`config.mk`:
```
export PLATFORM = sky130hd
export DESIGN_NAME = ctcr_regs
export DESIGN_NICKNAME = d
export VERILOG_FILES = /design/src/ctcr_wake_filter.v /design/src/ctcr_regs.v
export VERILOG_INCLUDE_DIRS = /design/src
export SDC_FILE = /design/constraint.sdc
export NUM_CORES = 1
export LEC_CHECK = 0
export BUFFER_PORTS_ARGS = -buffer_cell sky130_fd_sc_hd__buf_4
export CORE_ASPECT_RATIO = 0.5
export CORE_MARGIN = 5
export CORE_UTILIZATION = 45
export DETAILED_ROUTE_END_ITERATION = 6
export PLACE_DENSITY = 0.72
export SLEW_MARGIN = 20
export SYNTH_ARGS = -nofsm -noshare
export SYNTH_HDL_FRONTEND = slang
export SYNTH_SLANG_ARGS = --single-unit
```
`constraint.sdc`:
```
create_clock -name core_clk_in -period 2.38 [get_ports core_clk_in]
set_clock_uncertainty 0.15 [all_clocks]
set_input_delay 0.714 -clock core_clk_in [delete_from_list [all_inputs] [get_ports core_clk_in]]
set_output_delay 0.714 -clock core_clk_in [all_outputs]
set_load 0.1 [all_outputs]
```
`src/ctcr_map.vh`:
```
// Register offsets, field positions, reset values and mode codes of the transceiver control bank.
`ifndef CTCR_MAP_VH
`define CTCR_MAP_VH

// ----------------------------------------------------------------------------
// Register offsets
// ----------------------------------------------------------------------------
`define CTCR_ADDR_W          3
`define CTCR_OFS_PORT_DATA   3'h0
`define CTCR_OFS_PHY_CTRL    3'h1
`define CTCR_OFS_TEST_A      3'h2
`define CTCR_OFS_BUS_STATUS  3'h3
`define CTCR_OFS_TEST_B      3'h4
`define CTCR_OFS_TEST_C      3'h5
`define CTCR_OFS_IRQ_ENABLE  3'h6
`define CTCR_OFS_IRQ_FLAGS   3'h7

// ----------------------------------------------------------------------------
// Field positions
// ----------------------------------------------------------------------------
`define CTCR_PD_WAKE_BIT     7
`define CTCR_PD_TX_BIT       1
`define CTCR_PD_RX_BIT       0
`define CTCR_PC_EN_BIT       7
`define CTCR_PC_SPLIT_BIT    6
`define CTCR_PC_WUP_HI       5
`define CTCR_PC_WUP_LO       4
`define CTCR_PC_SLEW_HI      2
`define CTCR_PC_SLEW_LO      0
`define CTCR_IE_VF_BIT       4
`define CTCR_IE_DT_BIT       3
`define CTCR_IE_OC_BIT       0
`define CTCR_ST_FIRST_BIT    3
`define CTCR_IF_OC_HI        1

// ----------------------------------------------------------------------------
// Implemented bit masks and reset values
// ----------------------------------------------------------------------------
`define CTCR_STATUS_MASK     8'hF8
`define CTCR_ENABLE_MASK     8'h19
`define CTCR_FLAGS_MASK      8'hFB
`define CTCR_ZERO8           8'h00
`define CTCR_RST_WUP         2'h2
`define CTCR_RST_SLEW        3'h0
`define CTCR_RST_TEST        8'h00
`define CTCR_RECESSIVE       1'b1
`define CTCR_DOMINANT        1'b0

// ----------------------------------------------------------------------------
// Wake-up select codes, reserved slew codes and modes
// ----------------------------------------------------------------------------
`define CTCR_WUP_OFF         2'h0
`define CTCR_WUP_MASK1       2'h1
`define CTCR_WUP_PLAIN       2'h2
`define CTCR_WUP_MASK2       2'h3
`define CTCR_SLEW_RSVD_A     3'h3
`define CTCR_SLEW_RSVD_B     3'h7
`define CTCR_MODE_SHUTDOWN   2'h0
`define CTCR_MODE_NORMAL     2'h1
`define CTCR_MODE_STANDBY    2'h2
`define CTCR_CNT_ONE         2'h1
`define CTCR_CNT_TWO         2'h2

`endif

```
`src/ctcr_wake_filter.v`:
```
// Dominant pulse filter that hides the first one or two wake-up events.
`timescale 1ns/1ns
`default_nettype none
`include "ctcr_map.vh"

module ctcr_wake_filter (
  input  wire       core_clk_in,  // Core clock.
  input  wire       rst_n_in,     // Asynchronous reset, active low.
  input  wire       arm_in,       // Filter active while high.
  input  wire [1:0] mask_cnt_in,  // Number of events to hide.
  input  wire       wake_rx_in,   // Wake-up receiver level, 0 = dominant.
  output reg        wake_out      // Filtered level.
);

  reg  [1:0] seen_q;     // Completed dominant events counted so far.
  reg        prev_q;     // Previous wake-up level.
  wire       pulse_end;  // Dominant to recessive edge ends one event.

  assign pulse_end = (prev_q == `CTCR_DOMINANT) && (wake_rx_in == `CTCR_RECESSIVE);

  // ----------------------------------------------------------------------------
  // Event counting and output masking
  // ----------------------------------------------------------------------------
  // Counter restarts whenever the filter is disarmed, so each stop entry masks afresh.
  always @(posedge core_clk_in or negedge rst_n_in) begin
    if (!rst_n_in) begin
      seen_q   <= 2'h0;
      prev_q   <= `CTCR_RECESSIVE;
      wake_out <= `CTCR_RECESSIVE;
    end else begin
      prev_q <= wake_rx_in;
      if (!arm_in) begin
        seen_q   <= 2'h0;
        wake_out <= wake_rx_in;
      end else begin
        if (pulse_end && (seen_q < mask_cnt_in)) begin
          seen_q <= seen_q + 2'h1;
        end
        // Masked events are shown recessive to keep false wake-ups away.
        wake_out <= (seen_q < mask_cnt_in) ? `CTCR_RECESSIVE : wake_rx_in;
      end
    end
  end

endmodule // ctcr_wake_filter

`default_nettype wire

```
`src/ctcr_regs.v`:
```
// Control and observation logic of the on-chip high-speed CAN transceiver.
//
// The plain strobed port is this design's own decision.
`timescale 1ns/1ns
`include "ctcr_map.vh"
`default_nettype none

module ctcr_regs (
  input  wire       core_clk_in,              // Core clock, 125 MHz.
  input  wire       rst_n_in,                 // Asynchronous reset, active low.
  input  wire [2:0] addr_in,                  // Register offset.
  input  wire [7:0] wdata_in,                 // Write data.
  input  wire       wr_in,                    // Write strobe, one cycle.
  input  wire       rd_in,                    // Read strobe, one cycle.
  output reg  [7:0] rdata_out,                // Read data, cycle after strobe.
  input  wire       controller_tx_output_in,  // Controller transmit level.
  input  wire       tx_route_reg_in,          // High: transmit driven by port data.
  input  wire       precision_rx_in,          // Precision receiver level.
  input  wire       wakeup_rx_in,             // Wake-up receiver level.
  input  wire       stop_req_in,              // Processor stop requested.
  input  wire       reg_rpm_in,               // Regulator in reduced performance.
  input  wire       special_mode_in,          // Chip in special mode.
  input  wire [4:0] bus_status_in,            // Voltage and timeout monitors.
  input  wire [1:0] over_current_in,          // Over-current events, high side first.
  output reg        phy_tx_input_out,         // Transmit input of the driver.
  output reg        tx_dominant_out,          // Driver pulls the bus dominant.
  output reg        phy_rx_output_out,        // Receive level to the controller.
  output reg  [1:0] mode_out,                 // Operating mode.
  output reg        split_bias_en_out,        // Split pin drives bias.
  output reg        wakeup_rx_en_out,         // Wake-up receiver powered.
  output reg  [2:0] slew_rate_out,            // Selected slew rate.
  output reg  [7:0] test_a_out,               // Factory-test register A.
  output reg  [7:0] test_b_out,               // Factory-test register B.
  output reg  [7:0] test_c_out,               // Factory-test register C.
  output reg        irq_out                   // Fault interrupt, level.
);

  // ----------------------------------------------------------------------------
  // State
  // ----------------------------------------------------------------------------
  reg        tx_drive_bit_q;         // Port data bit 1.
  reg        rx_readback_q;          // Synchronized receive output.
  reg        wakeup_rx_readback_q;   // Synchronized wake-up receiver level.
  reg        phy_enable_once_q;      // Set-once enable.
  reg        split_bias_enable_q;    // Split enable.
  reg  [1:0] wakeup_filter_select_q; // Wake-up select.
  reg  [2:0] slew_rate_select_q;     // Slew-rate select.
  reg  [4:0] status_q;               // Monitor levels.
  reg  [4:0] status_prev_q;          // Monitor levels one cycle back.
  reg        status_seen_q;          // First monitor sample taken.
  reg  [7:0] irq_enable_q;           // Interrupt enable register.
  reg  [7:0] irq_flags_q;            // Sticky flags.
  reg  [7:0] irq_flags_d;            // Next flags.
  reg  [1:0] mode_d;                 // Next mode.
  reg  [1:0] mask_cnt;               // Events to hide.
  reg        rx_d;                   // Next receive level.
  reg  [7:0] rdata_d;                // Next read data.
  reg  [7:0] set_vec;                // Flag set events.
  reg  [7:0] clr_vec;                // Flag clear requests.
  reg  [7:0] en_vec;                 // Enables spread to flag layout.
  wire       filt_wake;              // Filtered wake-up level.
  wire       filt_arm;               // Filter armed.
  wire       wr_pd;                  // Port data write.
  wire       wr_pc;                  // Control write.
  wire       wr_ie;                  // Enable write.
  wire       wr_if;                  // Flag write.
  wire       tx_level;               // Level feeding the driver.

  // Decodes a write strobe for one offset.
  function wr_hit;
    input [2:0] a;
    input [2:0] ofs;
    input       w;
    begin
      wr_hit = w && (a == ofs);
    end
  endfunction

  // Tells whether a slew code is one of the reserved pair.
  function slew_rsvd;
    input [2:0] code;
    begin
      slew_rsvd = (code == `CTCR_SLEW_RSVD_A) || (code == `CTCR_SLEW_RSVD_B);
    end
  endfunction

  assign wr_pd = wr_hit(addr_in, `CTCR_OFS_PORT_DATA, wr_in);
  assign wr_pc = wr_hit(addr_in, `CTCR_OFS_PHY_CTRL, wr_in);
  assign wr_ie = wr_hit(addr_in, `CTCR_OFS_IRQ_ENABLE, wr_in);
  assign wr_if = wr_hit(addr_in, `CTCR_OFS_IRQ_FLAGS, wr_in);

  // ----------------------------------------------------------------------------
  // Port data and control registers
  // ----------------------------------------------------------------------------
  // Enable can only be raised, so a stray write cannot drop the transceiver to shutdown.
  always @(posedge core_clk_in or negedge rst_n_in) begin
    if (!rst_n_in) begin
      tx_drive_bit_q         <= `CTCR_RECESSIVE;
      phy_enable_once_q      <= 1'b0;
      split_bias_enable_q    <= 1'b0;
      wakeup_filter_select_q <= `CTCR_RST_WUP;
      slew_rate_select_q     <= `CTCR_RST_SLEW;
    end else begin
      if (wr_pd) begin
        tx_drive_bit_q <= wdata_in[`CTCR_PD_TX_BIT];
      end
      if (wr_pc) begin
        phy_enable_once_q      <= phy_enable_once_q | wdata_in[`CTCR_PC_EN_BIT];
        split_bias_enable_q    <= wdata_in[`CTCR_PC_SPLIT_BIT];
        wakeup_filter_select_q <= wdata_in[`CTCR_PC_WUP_HI:`CTCR_PC_WUP_LO];
        // A reserved slew code leaves the previous rate in place.
        if (!slew_rsvd(wdata_in[`CTCR_PC_SLEW_HI:`CTCR_PC_SLEW_LO])) begin
          slew_rate_select_q <= wdata_in[`CTCR_PC_SLEW_HI:`CTCR_PC_SLEW_LO];
        end
      end
    end
  end

  // ----------------------------------------------------------------------------
  // Factory-test registers
  // ----------------------------------------------------------------------------
  // Writes outside special mode are dropped silently.
  always @(posedge core_clk_in or negedge rst_n_in) begin
    if (!rst_n_in) begin
      test_a_out <= `CTCR_RST_TEST;
      test_b_out <= `CTCR_RST_TEST;
      test_c_out <= `CTCR_RST_TEST;
    end else if (special_mode_in) begin
      if (wr_hit(addr_in, `CTCR_OFS_TEST_A, wr_in)) begin
        test_a_out <= wdata_in;
      end
      if (wr_hit(addr_in, `CTCR_OFS_TEST_B, wr_in)) begin
        test_b_out <= wdata_in;
      end
      if (wr_hit(addr_in, `CTCR_OFS_TEST_C, wr_in)) begin
        test_c_out <= wdata_in;
      end
    end
  end

  // ----------------------------------------------------------------------------
  // Mode selection
  // ----------------------------------------------------------------------------
  // Shutdown has priority; standby follows the regulator, not the stop request.
  always @* begin
    case ({phy_enable_once_q, reg_rpm_in})
      2'b10:   mode_d = `CTCR_MODE_NORMAL;
      2'b11:   mode_d = `CTCR_MODE_STANDBY;
      default: mode_d = `CTCR_MODE_SHUTDOWN;
    endcase
  end

  // Filter depth from wake-up select.
  always @* begin
    case (wakeup_filter_select_q)
      `CTCR_WUP_MASK1: mask_cnt = `CTCR_CNT_ONE;
      `CTCR_WUP_MASK2: mask_cnt = `CTCR_CNT_TWO;
      default:         mask_cnt = 2'h0;
    endcase
  end

  // Arms at the stop request itself, ahead of the regulator switch.
  assign filt_arm = stop_req_in && (mask_cnt != 2'h0);

  ctcr_wake_filter u_wake_filter (
    .core_clk_in (core_clk_in),
    .rst_n_in    (rst_n_in),
    .arm_in      (filt_arm),
    .mask_cnt_in (mask_cnt),
    .wake_rx_in  (wakeup_rx_in),
    .wake_out    (filt_wake)
  );

  // ----------------------------------------------------------------------------
  // Receive and transmit paths
  // ----------------------------------------------------------------------------
  // Receive source switches with the mode; shutdown shows recessive.
  always @* begin
    case (mode_d)
      `CTCR_MODE_STANDBY: rx_d = filt_wake;
      `CTCR_MODE_NORMAL:  rx_d = precision_rx_in;
      default:            rx_d = `CTCR_RECESSIVE;
    endcase
  end

  // The routing choice is made outside this bank, so it arrives as a plain level.
  assign tx_level = tx_route_reg_in ? tx_drive_bit_q : controller_tx_output_in;

  // Outputs and readbacks; the driver only pulls dominant in normal mode.
  always @(posedge core_clk_in or negedge rst_n_in) begin
    if (!rst_n_in) begin
      phy_tx_input_out     <= `CTCR_RECESSIVE;
      tx_dominant_out      <= 1'b0;
      phy_rx_output_out    <= `CTCR_RECESSIVE;
      rx_readback_q        <= `CTCR_RECESSIVE;
      wakeup_rx_readback_q <= `CTCR_RECESSIVE;
      mode_out             <= `CTCR_MODE_SHUTDOWN;
      split_bias_en_out    <= 1'b0;
      wakeup_rx_en_out     <= 1'b0;
      slew_rate_out        <= `CTCR_RST_SLEW;
    end else begin
      phy_tx_input_out     <= tx_level;
      tx_dominant_out      <= (tx_level == `CTCR_DOMINANT) && (mode_d == `CTCR_MODE_NORMAL);
      phy_rx_output_out    <= rx_d;
      rx_readback_q        <= phy_rx_output_out;
      wakeup_rx_readback_q <= wakeup_rx_in;
      mode_out             <= mode_d;
      split_bias_en_out    <= split_bias_enable_q && (mode_d == `CTCR_MODE_NORMAL);
      wakeup_rx_en_out     <= (wakeup_filter_select_q != `CTCR_WUP_OFF) &&
                              (mode_d != `CTCR_MODE_SHUTDOWN);
      slew_rate_out        <= slew_rate_select_q;
    end
  end

  // ----------------------------------------------------------------------------
  // Monitors, flags and interrupt
  // ----------------------------------------------------------------------------
  // Each monitor change, and each over-current pulse, sets a flag.
  always @* begin
    set_vec = `CTCR_ZERO8;
    set_vec[7:3] = status_q ^ status_prev_q;
    set_vec[`CTCR_IF_OC_HI:0] = over_current_in;
    clr_vec = wr_if ? wdata_in : `CTCR_ZERO8;
    // A set in the same cycle as its clear wins, so no event is lost.
    irq_flags_d = ((irq_flags_q & ~clr_vec) | set_vec) & `CTCR_FLAGS_MASK;
    en_vec = `CTCR_ZERO8;
    en_vec[7:4] = {4{irq_enable_q[`CTCR_IE_VF_BIT]}};
    en_vec[3] = irq_enable_q[`CTCR_IE_DT_BIT];
    en_vec[`CTCR_IF_OC_HI:0] = {2{irq_enable_q[`CTCR_IE_OC_BIT]}};
  end

  always @(posedge core_clk_in or negedge rst_n_in) begin
    if (!rst_n_in) begin
      status_q      <= 5'h00;
      status_prev_q <= 5'h00;
      status_seen_q <= 1'b0;
      irq_enable_q  <= `CTCR_ZERO8;
      irq_flags_q   <= `CTCR_ZERO8;
      irq_out       <= 1'b0;
    end else begin
      status_q      <= bus_status_in;
      // The first sample primes both stages, so leaving reset is not taken for a monitor change.
      status_prev_q <= status_seen_q ? status_q : bus_status_in;
      status_seen_q <= 1'b1;
      if (wr_ie) begin
        irq_enable_q <= wdata_in & `CTCR_ENABLE_MASK;
      end
      irq_flags_q <= irq_flags_d;
      irq_out     <= |(irq_flags_d & en_vec);
    end
  end

  // ----------------------------------------------------------------------------
  // Read mux
  // ----------------------------------------------------------------------------
  // Unimplemented bits are built as zero so they always read back clear.
  always @* begin
    rdata_d = `CTCR_ZERO8;
    case (addr_in)
      `CTCR_OFS_PORT_DATA: begin
        rdata_d[`CTCR_PD_WAKE_BIT] = wakeup_rx_readback_q;
        rdata_d[`CTCR_PD_TX_BIT]   = tx_drive_bit_q;
        rdata_d[`CTCR_PD_RX_BIT]   = rx_readback_q;
      end
      `CTCR_OFS_PHY_CTRL: begin
        rdata_d[`CTCR_PC_EN_BIT]                     = phy_enable_once_q;
        rdata_d[`CTCR_PC_SPLIT_BIT]                  = split_bias_enable_q;
        rdata_d[`CTCR_PC_WUP_HI:`CTCR_PC_WUP_LO]     = wakeup_filter_select_q;
        rdata_d[`CTCR_PC_SLEW_HI:`CTCR_PC_SLEW_LO]   = slew_rate_select_q;
      end
      `CTCR_OFS_TEST_A:     rdata_d = test_a_out;
      `CTCR_OFS_BUS_STATUS: rdata_d[7:`CTCR_ST_FIRST_BIT] = status_q;
      `CTCR_OFS_TEST_B:     rdata_d = test_b_out;
      `CTCR_OFS_TEST_C:     rdata_d = test_c_out;
      `CTCR_OFS_IRQ_ENABLE: rdata_d = irq_enable_q;
      `CTCR_OFS_IRQ_FLAGS:  rdata_d = irq_flags_q;
      default:              rdata_d = `CTCR_ZERO8;
    endcase
  end

  // Read data stands only in the cycle after the strobe.
  always @(posedge core_clk_in or negedge rst_n_in) begin
    if (!rst_n_in) begin
      rdata_out <= `CTCR_ZERO8;
    end else begin
      rdata_out <= rd_in ? rdata_d : `CTCR_ZERO8;
    end
  end

endmodule // ctcr_regs

`default_nettype wire

```
==> results.txt, run 1 <==
antenna diode count: 0
DRT Pass-1 Iters: 4
synthesized net count: 278
# rows: 22
Fin. Hold Viols: 0
Final Wtd Congestion: 0.830
Worst Path Max Fanout: 2
IO Pins: 72
share of cells above drive strength 1: 47.3%
top-area cell type share of the netlist area: 52.8%
post-synthesis async set-or-reset flop share: 100%
Worst path depth: 1
GR Layer Usage met2: 29.8%
cts repair resizes: 0
Max clock buf depth: 2
die height: 70.7 um
pwr/cell area: 1160 nW/um^2
DP HPWL: 5.70 mm
CTS tree: yes
iteration-0 DRC count of the detailed router: 140
critical path's top delay family: flip-flops
clock slew at reported path FFs: 60 ps
area leader, netlist: dfrtp_1
largest net degree at the start of global routing: 42
post-route cell area: 4400 sq um
Primary FF master, synth: dfrtp_1
GR Util All Layers: 17.4%
ANT nets after route: 0
Max Slew Vio Count: 0
RSZ-0062 raised after global routing: no
met3 usage: 5.18%
fmax: 499 MHz
Port Buffers: 71
Crit path buffers/inverters: 1
number of global-route vias before repair: 2466
Initial Util: 45.9%
Hold WC Path Type: in -> async
gr busiest metal: met2
Post-layout nets: 363
global-route wire length before repair: 12.9 mm
slowest cell on the critical path: dfstp_2
Period Utilization, post-route: 84.3%
CTS buffer count: 9
Setup Total Neg Slack: 0 ps
VDD IR max: 0.000430 V
number of synthesized flops with an enable pin: 0
post-synthesis sequential area ratio: 58.3%
# hold bufs at CTS: 0
area grow syn2layout: 32.4%
leakage: 2.06 nW
Layout fillers: 558
min cycle time layout: 2010 ps
Synth cell types: 46
Synth Cell Area: 3320 sq um
setup violators final: 0
Reg2Reg Depth: 5
delay of the slowest critical-path stage: 530 ps
crit end category: primary output
Crit Path Class: reg -> out
Critical Path AT: 1140 ps
CTS Sinks: 77
# H-tree levels: 3
GR Util met1: 21.9%
Synth Area per Inst: 13.4 sq um
Max-Cap Viols: 0
Total Wirelength: 7.80 mm
critical-path cell list: buf_4
die area: 9300 sq um
Power, Total: 5.10 mW
#FFs+latches synth: 77
crit start category: flop
core area: 7240 sq um
Avg WL per Cell: 18.0 um
Root Driver: clkbuf_16
outcome: finished clean
# Post-CTS Setup Buffers: 0
Synth area leaders: dfrtp_1 53%, mux2_2 14%, dfstp_2 5.5%
chip width: 131 um
worst skew pair latency: 330 ps
Placed Area: 4020 sq um
vias: 2253
Overflow after GRT: 0
vias per cell: 5.19
Required @ worst endpoint: 1520 ps
synthesized instance count: 248
initial antenna violation count: 0
synth warn: 0
drc violations: 0
[kinds of logic after synthesis]
logic type / Yosys count / synth area share (%)
xor gates and xnor gates: 7 / 1.85
buffers and inverters: 16 / 2.37
muxes: 51 / 18.8
other: 1 / 0.113
DFF: 77 / 58.3
and+or+nand+nor: 53 / 8.93
AOI/OAI and AO/OA: 42 / 9.27
adders and majority gates: 1 / 0.377
[layer usage]
metal | vias to the layer above | share of wire, %
met1 | 1149 | 44
met5 | - | 0
met2 | 44 | 51
li1 | 1054 | -
met4 | 0 | 0.53
met3 | 6 | 3.9
[area by class of cell]
class	instances	area (sq um)	share of cell area, %
flip-flops and latches	77	1940	44.0
multi-input cells	155	1310	29.7
repair buffers	83	636	14.5
clock buffers	10	239	5.44
clock inverters	6	134	3.04
well taps	96	120	2.73
inverters	7	26.3	0.598
[flip-flops by register name, indices dropped and copies added (netlist names), 2 cells and up]
name                    count
rdata_out                   8
test_a_out                  8
test_b_out                  8
test_c_out                  8
irq_flags_q                 7
status_prev_q               5
status_q                    5
irq_enable_q                3
slew_rate_out               3
slew_rate_select_q          3
mode_out                    2
u_wake_filter.seen_q        2
wakeup_filter_select_q      2
[path summary, 6_finish.rpt]
kind,slack [ps],startpoint,endpoint
setup / recovery,370,phy_rx_output_out,phy_rx_output_out
hold / removal,200,rst_n_in,test_a_out[7]
setup reg to reg,550,wakeup_filter_select_q[1],u_wake_filter.seen_q[1]
hold reg to reg,220,phy_rx_output_out,rx_readback_q
max in group asynchronous,1310,rst_n_in,irq_flags_q[4]
min in group core_clk_in,220,phy_rx_output_out,rx_readback_q
[placed cells by master, fill, tap and decap left out, drive strengths merged, types with 2 or more instances in the layout]
| cell type | Yosys | routed |
|---|---|---|
| a211oi | 3 | 3 |
| a21boi | 2 | 2 |
| a21oi | 6 | 6 |
| a22oi | 5 | 5 |
| a31o | 2 | 2 |
| a31oi | 2 | 2 |
| and2 | 3 | 3 |
| buf | 8 | 83 |
| bufinv | 0 | 4 |
| clkbuf | 1 | 10 |
| clkinv | 0 | 2 |
| dfrtp | 70 | 70 |
| dfstp | 7 | 7 |
| inv | 7 | 7 |
| mux2 | 41 | 41 |
| mux2i | 5 | 5 |
| mux4 | 5 | 5 |
| nand2 | 21 | 21 |
| nand2b | 5 | 5 |
| nor2 | 9 | 9 |
| nor2b | 6 | 6 |
| nor3b | 2 | 2 |
| o211a | 5 | 5 |
| o211ai | 4 | 4 |
| o21ai | 6 | 6 |
| o21bai | 2 | 2 |
| o22a | 2 | 2 |
| xnor2 | 6 | 6 |
[cell usage after synthesis (6+ instances only)]
cell type,number
dfrtp_1,70
inv_1,7
dfstp_2,7
nor2_1,8
o21ai_0,6
a21oi_1,6
nand2_1,20
mux2_2,41
xnor2_1,6
[through the flow]
step / utilization [%] / std cells / hold WS, ps / setup WS (ps)
floorplan: - / 248 / 221 / 323
global placement: 55.6 / 418 / 210 / 213
detailed placement: 55.6 / 418 / 213 / 165
CTS: 60.7 / 434 / 201 / 360
global route: 60.7 / 434 / 221 / 344
finish: 60.7 / 434 / 198 / 375
[power breakdown]
part | switching [mW] | internal [mW]
registers | 0.154 | 1.52
logic | 1.31 | 0.438
clock network | 0.517 | 1.16
(Power assumes the default switching activity.)
==> inputs of run 2 (changes only) <==
==> constraint.sdc (replaced) <==
create_clock -name core_clk_in -period 2.08 [get_ports core_clk_in]
set_clock_uncertainty 0.15 [all_clocks]
set_input_delay 0.624 -clock core_clk_in [delete_from_list [all_inputs] [get_ports core_clk_in]]
set_output_delay 0.624 -clock core_clk_in [all_outputs]
set_load 0.1 [all_outputs]
==> results.txt, run 2 (synthesized netlist as in run 1, its figures left out) <==
most frequent cells in the layout: 84 x buf_4, 70 x dfrtp_1, 41 x mux2_2
iteration-0 DRC count of the detailed router: 180 (+29%)
Total Wirelength: 7.89 mm (+1.2%)
share of cells above drive strength 1: 46.8% (-0.57 points)
Hold Slack: 48.8 ps (-150 ps)
die height: 70.7 um (unchanged)
delay of the slowest critical-path stage: 530 ps (about the same)
Max clock buf depth: 2 (unchanged)
area grow syn2layout: 30.5%
placed cell count: 420 (+0.48%)
Max-Cap Viols: 0 (unchanged)
antenna diode count: 0 (unchanged)
most common cell after layout, fill and taps aside: buf_4
Worst Path Max Fanout: 2 (unchanged)
Final Wtd Congestion: 0.808 (-2.6%)
Placed Area: 4040 sq um (+0.37%)
critical-path cell list: buf_4
# rows: 22 (unchanged)
fmax: 523 MHz
drc violations: 0 (unchanged)
ANT nets after route: 0 (unchanged)
DRT Pass-1 Iters: 4 (unchanged)
setup violators final: 0 (unchanged)
outcome: finished clean
# H-tree levels: 3 (unchanged)
Port Buffers: 71 (unchanged)
Fin. Hold Viols: 0 (unchanged)
slowest cell on the critical path: dfstp_2
CTS buffer count: 9 (unchanged)
DP HPWL: 5.79 mm (+1.7%)
core area: 7240 sq um (unchanged)
Final Non-Filler Cells: 436 (+0.46%)
vias per cell: 5.35 (+3.0%)
Period Utilization, post-route: 91.9%
post-route cell area: 4330 sq um (-1.4%)
r2r setup slk: 190 ps (-360 ps)
Avg WL per Cell: 18.1 um (+0.72%)
largest net degree at the start of global routing: 33 (-21%)
die area: 9300 sq um (unchanged)
vias: 2332 (+3.5%)
number of global-route vias before repair: 2559 (+3.8%)
Root Driver: clkbuf_16
initial antenna violation count: 0 (unchanged)
worst skew pair latency: 320 ps (about the same)
Initial Util: 45.9% (unchanged)
global-route wire length before repair: 13.2 mm (+2.7%)
Max Slew Vio Count: 0 (unchanged)
Hold WC Path Type: in -> async
leakage: 2.02 nW (-1.8%)
IO Pins: 72 (unchanged)
Setup Total Neg Slack: 0 ps (unchanged)
crit end category: primary output
cts repair resizes: 0 (unchanged)
Post-layout nets: 365 (+0.55%)
# hold bufs at CTS: 0 (unchanged)
crit start category: flop
Crit Path Class: reg -> out
# Post-CTS Setup Buffers: 0 (unchanged)
min cycle time layout: 1910 ps
Critical Path AT: 1140 ps (about the same)
Required @ worst endpoint: 1310 ps (-210 ps)
VDD IR max: 0.000469 V (+9.0%)
chip width: 131 um (unchanged)
RSZ-0062 raised after global routing: no
CTS tree: yes
CTS Sinks: 77 (unchanged)
clock slew at reported path FFs: 60 ps (about the same)
Crit path buffers/inverters: 1 (unchanged)
critical path's top delay family: flip-flops
Overflow after GRT: 0 (unchanged)
pwr/cell area: 1260 nW/um^2 (+8.5%)
GR Util All Layers: 18.0% (+0.60 points)
run 2: cell count changes in the layout (fill, tap and decap cells not counted):
cell | previous run | this run
clkinvlp_4 | 0 | 2
clkinv_2 | 1 | 0
clkinv_4 | 1 | 0
bufinv_16 | 4 | 1
clkbuf_1 | 0 | 3
buf_4 | 82 | 84
run 2: metal layers:
| metal | global-route usage, % | wire, um | up-vias |
|---|---|---|---|
| li1 | - | - | 1062 |
| met1 | 22.3 | 3390 | 1187 |
| met2 | 30.1 | 4000 | 73 |
| met3 | 6.25 | 431 | 10 |
| met4 | 5.70 | 77 | 0 |
| met5 | 0 | 0 | - |
run 2: worst paths after layout:
kind / cells past startpoint / from / end
worst max-delay path: 1 / phy_rx_output_out / phy_rx_output_out
worst min-delay path: 1 / rst_n_in / status_q[3]
worst max register to register: 5 / wakeup_filter_select_q[1] / u_wake_filter.seen_q[1]
worst min register to register: 0 / phy_rx_output_out / rx_readback_q
max in group asynchronous: 2 / rst_n_in / tx_drive_bit_q
min in group core_clk_in: 0 / phy_rx_output_out / rx_readback_q
run 2: metrics by stage:
stage	setup slack [ps]	utilization, %	power, mW
floorplan	113	-	3.45
global placement	-47.2	55.8	3.92
detailed placement	-61.0	55.8	3.95
CTS	154	59.9	5.50
global route	122	59.9	5.67
finish	168	59.9	5.46
run 2: where the power goes:
| group | total [mW] | internal (mW) | switching, mW |
|---|---|---|---|
| clock | 1.53 | 0.963 | 0.571 |
| combinational | 2.00 | 0.503 | 1.49 |
| sequential | 1.92 | 1.74 | 0.180 |
run 2: layout make-up:
cell class / instances / area [sq um]
Sequential cell: 77 / 1940
Timing Repair Buffer: 85 / 651
Tap cell: 96 / 120
Clock buffer: 13 / 250
Multi-Input combinational cell: 155 / 1310
Fill cell: 630 / 2910
Inverter: 7 / 26.3
Clock inverter: 3 / 45.0
==> inputs of run 3 (changes only) <==
--- a/config.mk
+++ b/config.mk
@@ -7,7 +7,7 @@
 export NUM_CORES = 1
 export LEC_CHECK = 0
 export BUFFER_PORTS_ARGS = -buffer_cell sky130_fd_sc_hd__buf_4
-export CORE_ASPECT_RATIO = 0.5
+export CORE_ASPECT_RATIO = 1.2
 export CORE_MARGIN = 5
 export CORE_UTILIZATION = 45
 export DETAILED_ROUTE_END_ITERATION = 6
==> results.txt, run 3 (synthesized netlist as in run 1, its figures left out) <==
outcome: finished clean
VDD IR max: 0.000596 V (+27%)
iteration-0 DRC count of the detailed router: 74 (-59%)
Crit path buffers/inverters: 1 (unchanged)
largest net degree at the start of global routing: 38 (+15%)
vias: 2303 (-1.2%)
ANT nets after route: 0 (unchanged)
Hold Slack: 33.4 ps (-15.4 ps)
most common cell after layout, fill and taps aside: buf_4
critical path's top delay family: flip-flops
most frequent cells in the layout: 83 x buf_4, 70 x dfrtp_1, 41 x mux2_2
Reg-to-Reg End: u_wake_filter.seen_q[1]
drc violations: 0 (unchanged)
Crit Path Class: reg -> out
CTS buffer count: 9 (unchanged)
cts repair resizes: 0 (unchanged)
# Post-CTS Setup Buffers: 0 (unchanged)
Total Wirelength: 7.80 mm (-1.2%)
CTS Sinks: 77 (unchanged)
die area: 9200 sq um (-1.0%)
RR Startpoint: wakeup_filter_select_q[1]
Max Slew Vio Count: 0 (unchanged)
Max clock buf depth: 2 (unchanged)
GR Util All Layers: 18.3% (+0.35 points)
min cycle time layout: 1940 ps (+28.9 ps)
Fin. Hold Viols: 0 (unchanged)
slowest cell on the critical path: dfstp_2
number of global-route vias before repair: 2432 (-5.0%)
Setup Total Neg Slack: 0 ps (unchanged)
crit start category: flop
fmax: 515 MHz (-1.5%)
Post-layout nets: 364 (-0.27%)
Overflow after GRT: 0 (unchanged)
delay of the slowest critical-path stage: 540 ps (about the same)
# H-tree levels: 3 (unchanged)
clock slew at reported path FFs: 80 ps (+20 ps)
Required @ worst endpoint: 1310 ps (about the same)
Critical Path AT: 1170 ps (+30 ps)
antenna diode count: 0 (unchanged)
core area: 7230 sq um (-0.10%)
Max-Cap Viols: 0 (unchanged)
crit end category: primary output
worst skew pair latency: 350 ps (+30 ps)
RSZ-0062 raised after global routing: no
chip width: 88.4 um (-33%)
Period Utilization, post-route: 93.3% (+1.4 points)
Root Driver: clkbuf_8
leakage: 1.99 nW (-1.2%)
CTS tree: yes
placed cell count: 413 (-1.7%)
Worst Path Max Fanout: 2 (unchanged)
area grow syn2layout: 28.0%
post-layout util: 58.8% (-1.1 points)
share of cells above drive strength 1: 47.0% (+0.28 points)
DRT Pass-1 Iters: 4 (unchanged)
DP HPWL: 5.68 mm (-2.0%)
vias per cell: 5.38 (+0.60%)
# rows: 34 (+55%)
Final Non-Filler Cells: 428 (-1.8%)
r2r setup slk: 220 ps (+30 ps)
critical-path cell list: buf_4
Hold WC Path Type: in -> async
Reg2Reg Depth: 5 (unchanged)
# hold bufs at CTS: 0 (unchanged)
die height: 104 um (+47%)
Avg WL per Cell: 18.2 um (+0.69%)
Initial Util: 45.9% (+0.048 points)
setup violators final: 0 (unchanged)
initial antenna violation count: 0 (unchanged)
pwr/cell area: 1230 nW/um^2 (-2.3%)
Port Buffers: 71 (unchanged)
global-route wire length before repair: 12.8 mm (-3.3%)
CP startpoint: phy_rx_output_out
Final Wtd Congestion: 0.816 (+0.88%)
IO Pins: 72 (unchanged)
-- run 3: cell types whose count changed in the layout (fill, tap and decap cells not counted), sizes merged --
cell | before | now
bufinv | 1 | 3
clkinv | 0 | 2
clkinvlp | 2 | 0
clkbuf | 13 | 10
buf | 85 | 84
-- run 3: area by class of cell --
class / instances / area [sq um]
Inverter: 7 / 26.3
Sequential cell: 77 / 1940
Timing Repair Buffer: 84 / 643
Fill cell: 608 / 2980
Tap cell: 90 / 113
Clock inverter: 5 / 100
Multi-Input combinational cell: 155 / 1310
Clock buffer: 10 / 128
-- run 3: metal layers --
layer	global-route usage (%)	vias up	wire (um)
li1	-	1062	-
met1	24.0	1179	3240
met2	29.5	50	4100
met3	2.85	12	287
met4	8.53	0	174
met5	0	-	0
-- run 3: power by group --
group	internal [mW]	leakage (nW)	switching, mW
Sequential	1.74	0.906	0.181
Clock	0.787	0.116	0.529
Combinational	0.501	0.972	1.49
-- run 3: worst max path at each step --
| stage | end | cells past startpoint |
|---|---|---|
| after floorplan | test_b_out[1] | 5 |
| after global placement | irq_out | 5 |
| after detailed placement | irq_out | 5 |
| after CTS | phy_rx_output_out | 1 |
| after global routing | phy_rx_output_out | 1 |
| final | phy_rx_output_out | 1 |
-- run 3: through the flow --
stage | worst slack (ps) | instance area (sq um) | power (mW)
finish | 139 | 4250 | 5.23
global route | 92.3 | 4250 | 5.41
CTS | 119 | 4250 | 5.26
detailed placement | 27.6 | 4020 | 3.95
global placement | 69.6 | 4020 | 3.93
floorplan | 113 | 3320 | 3.45
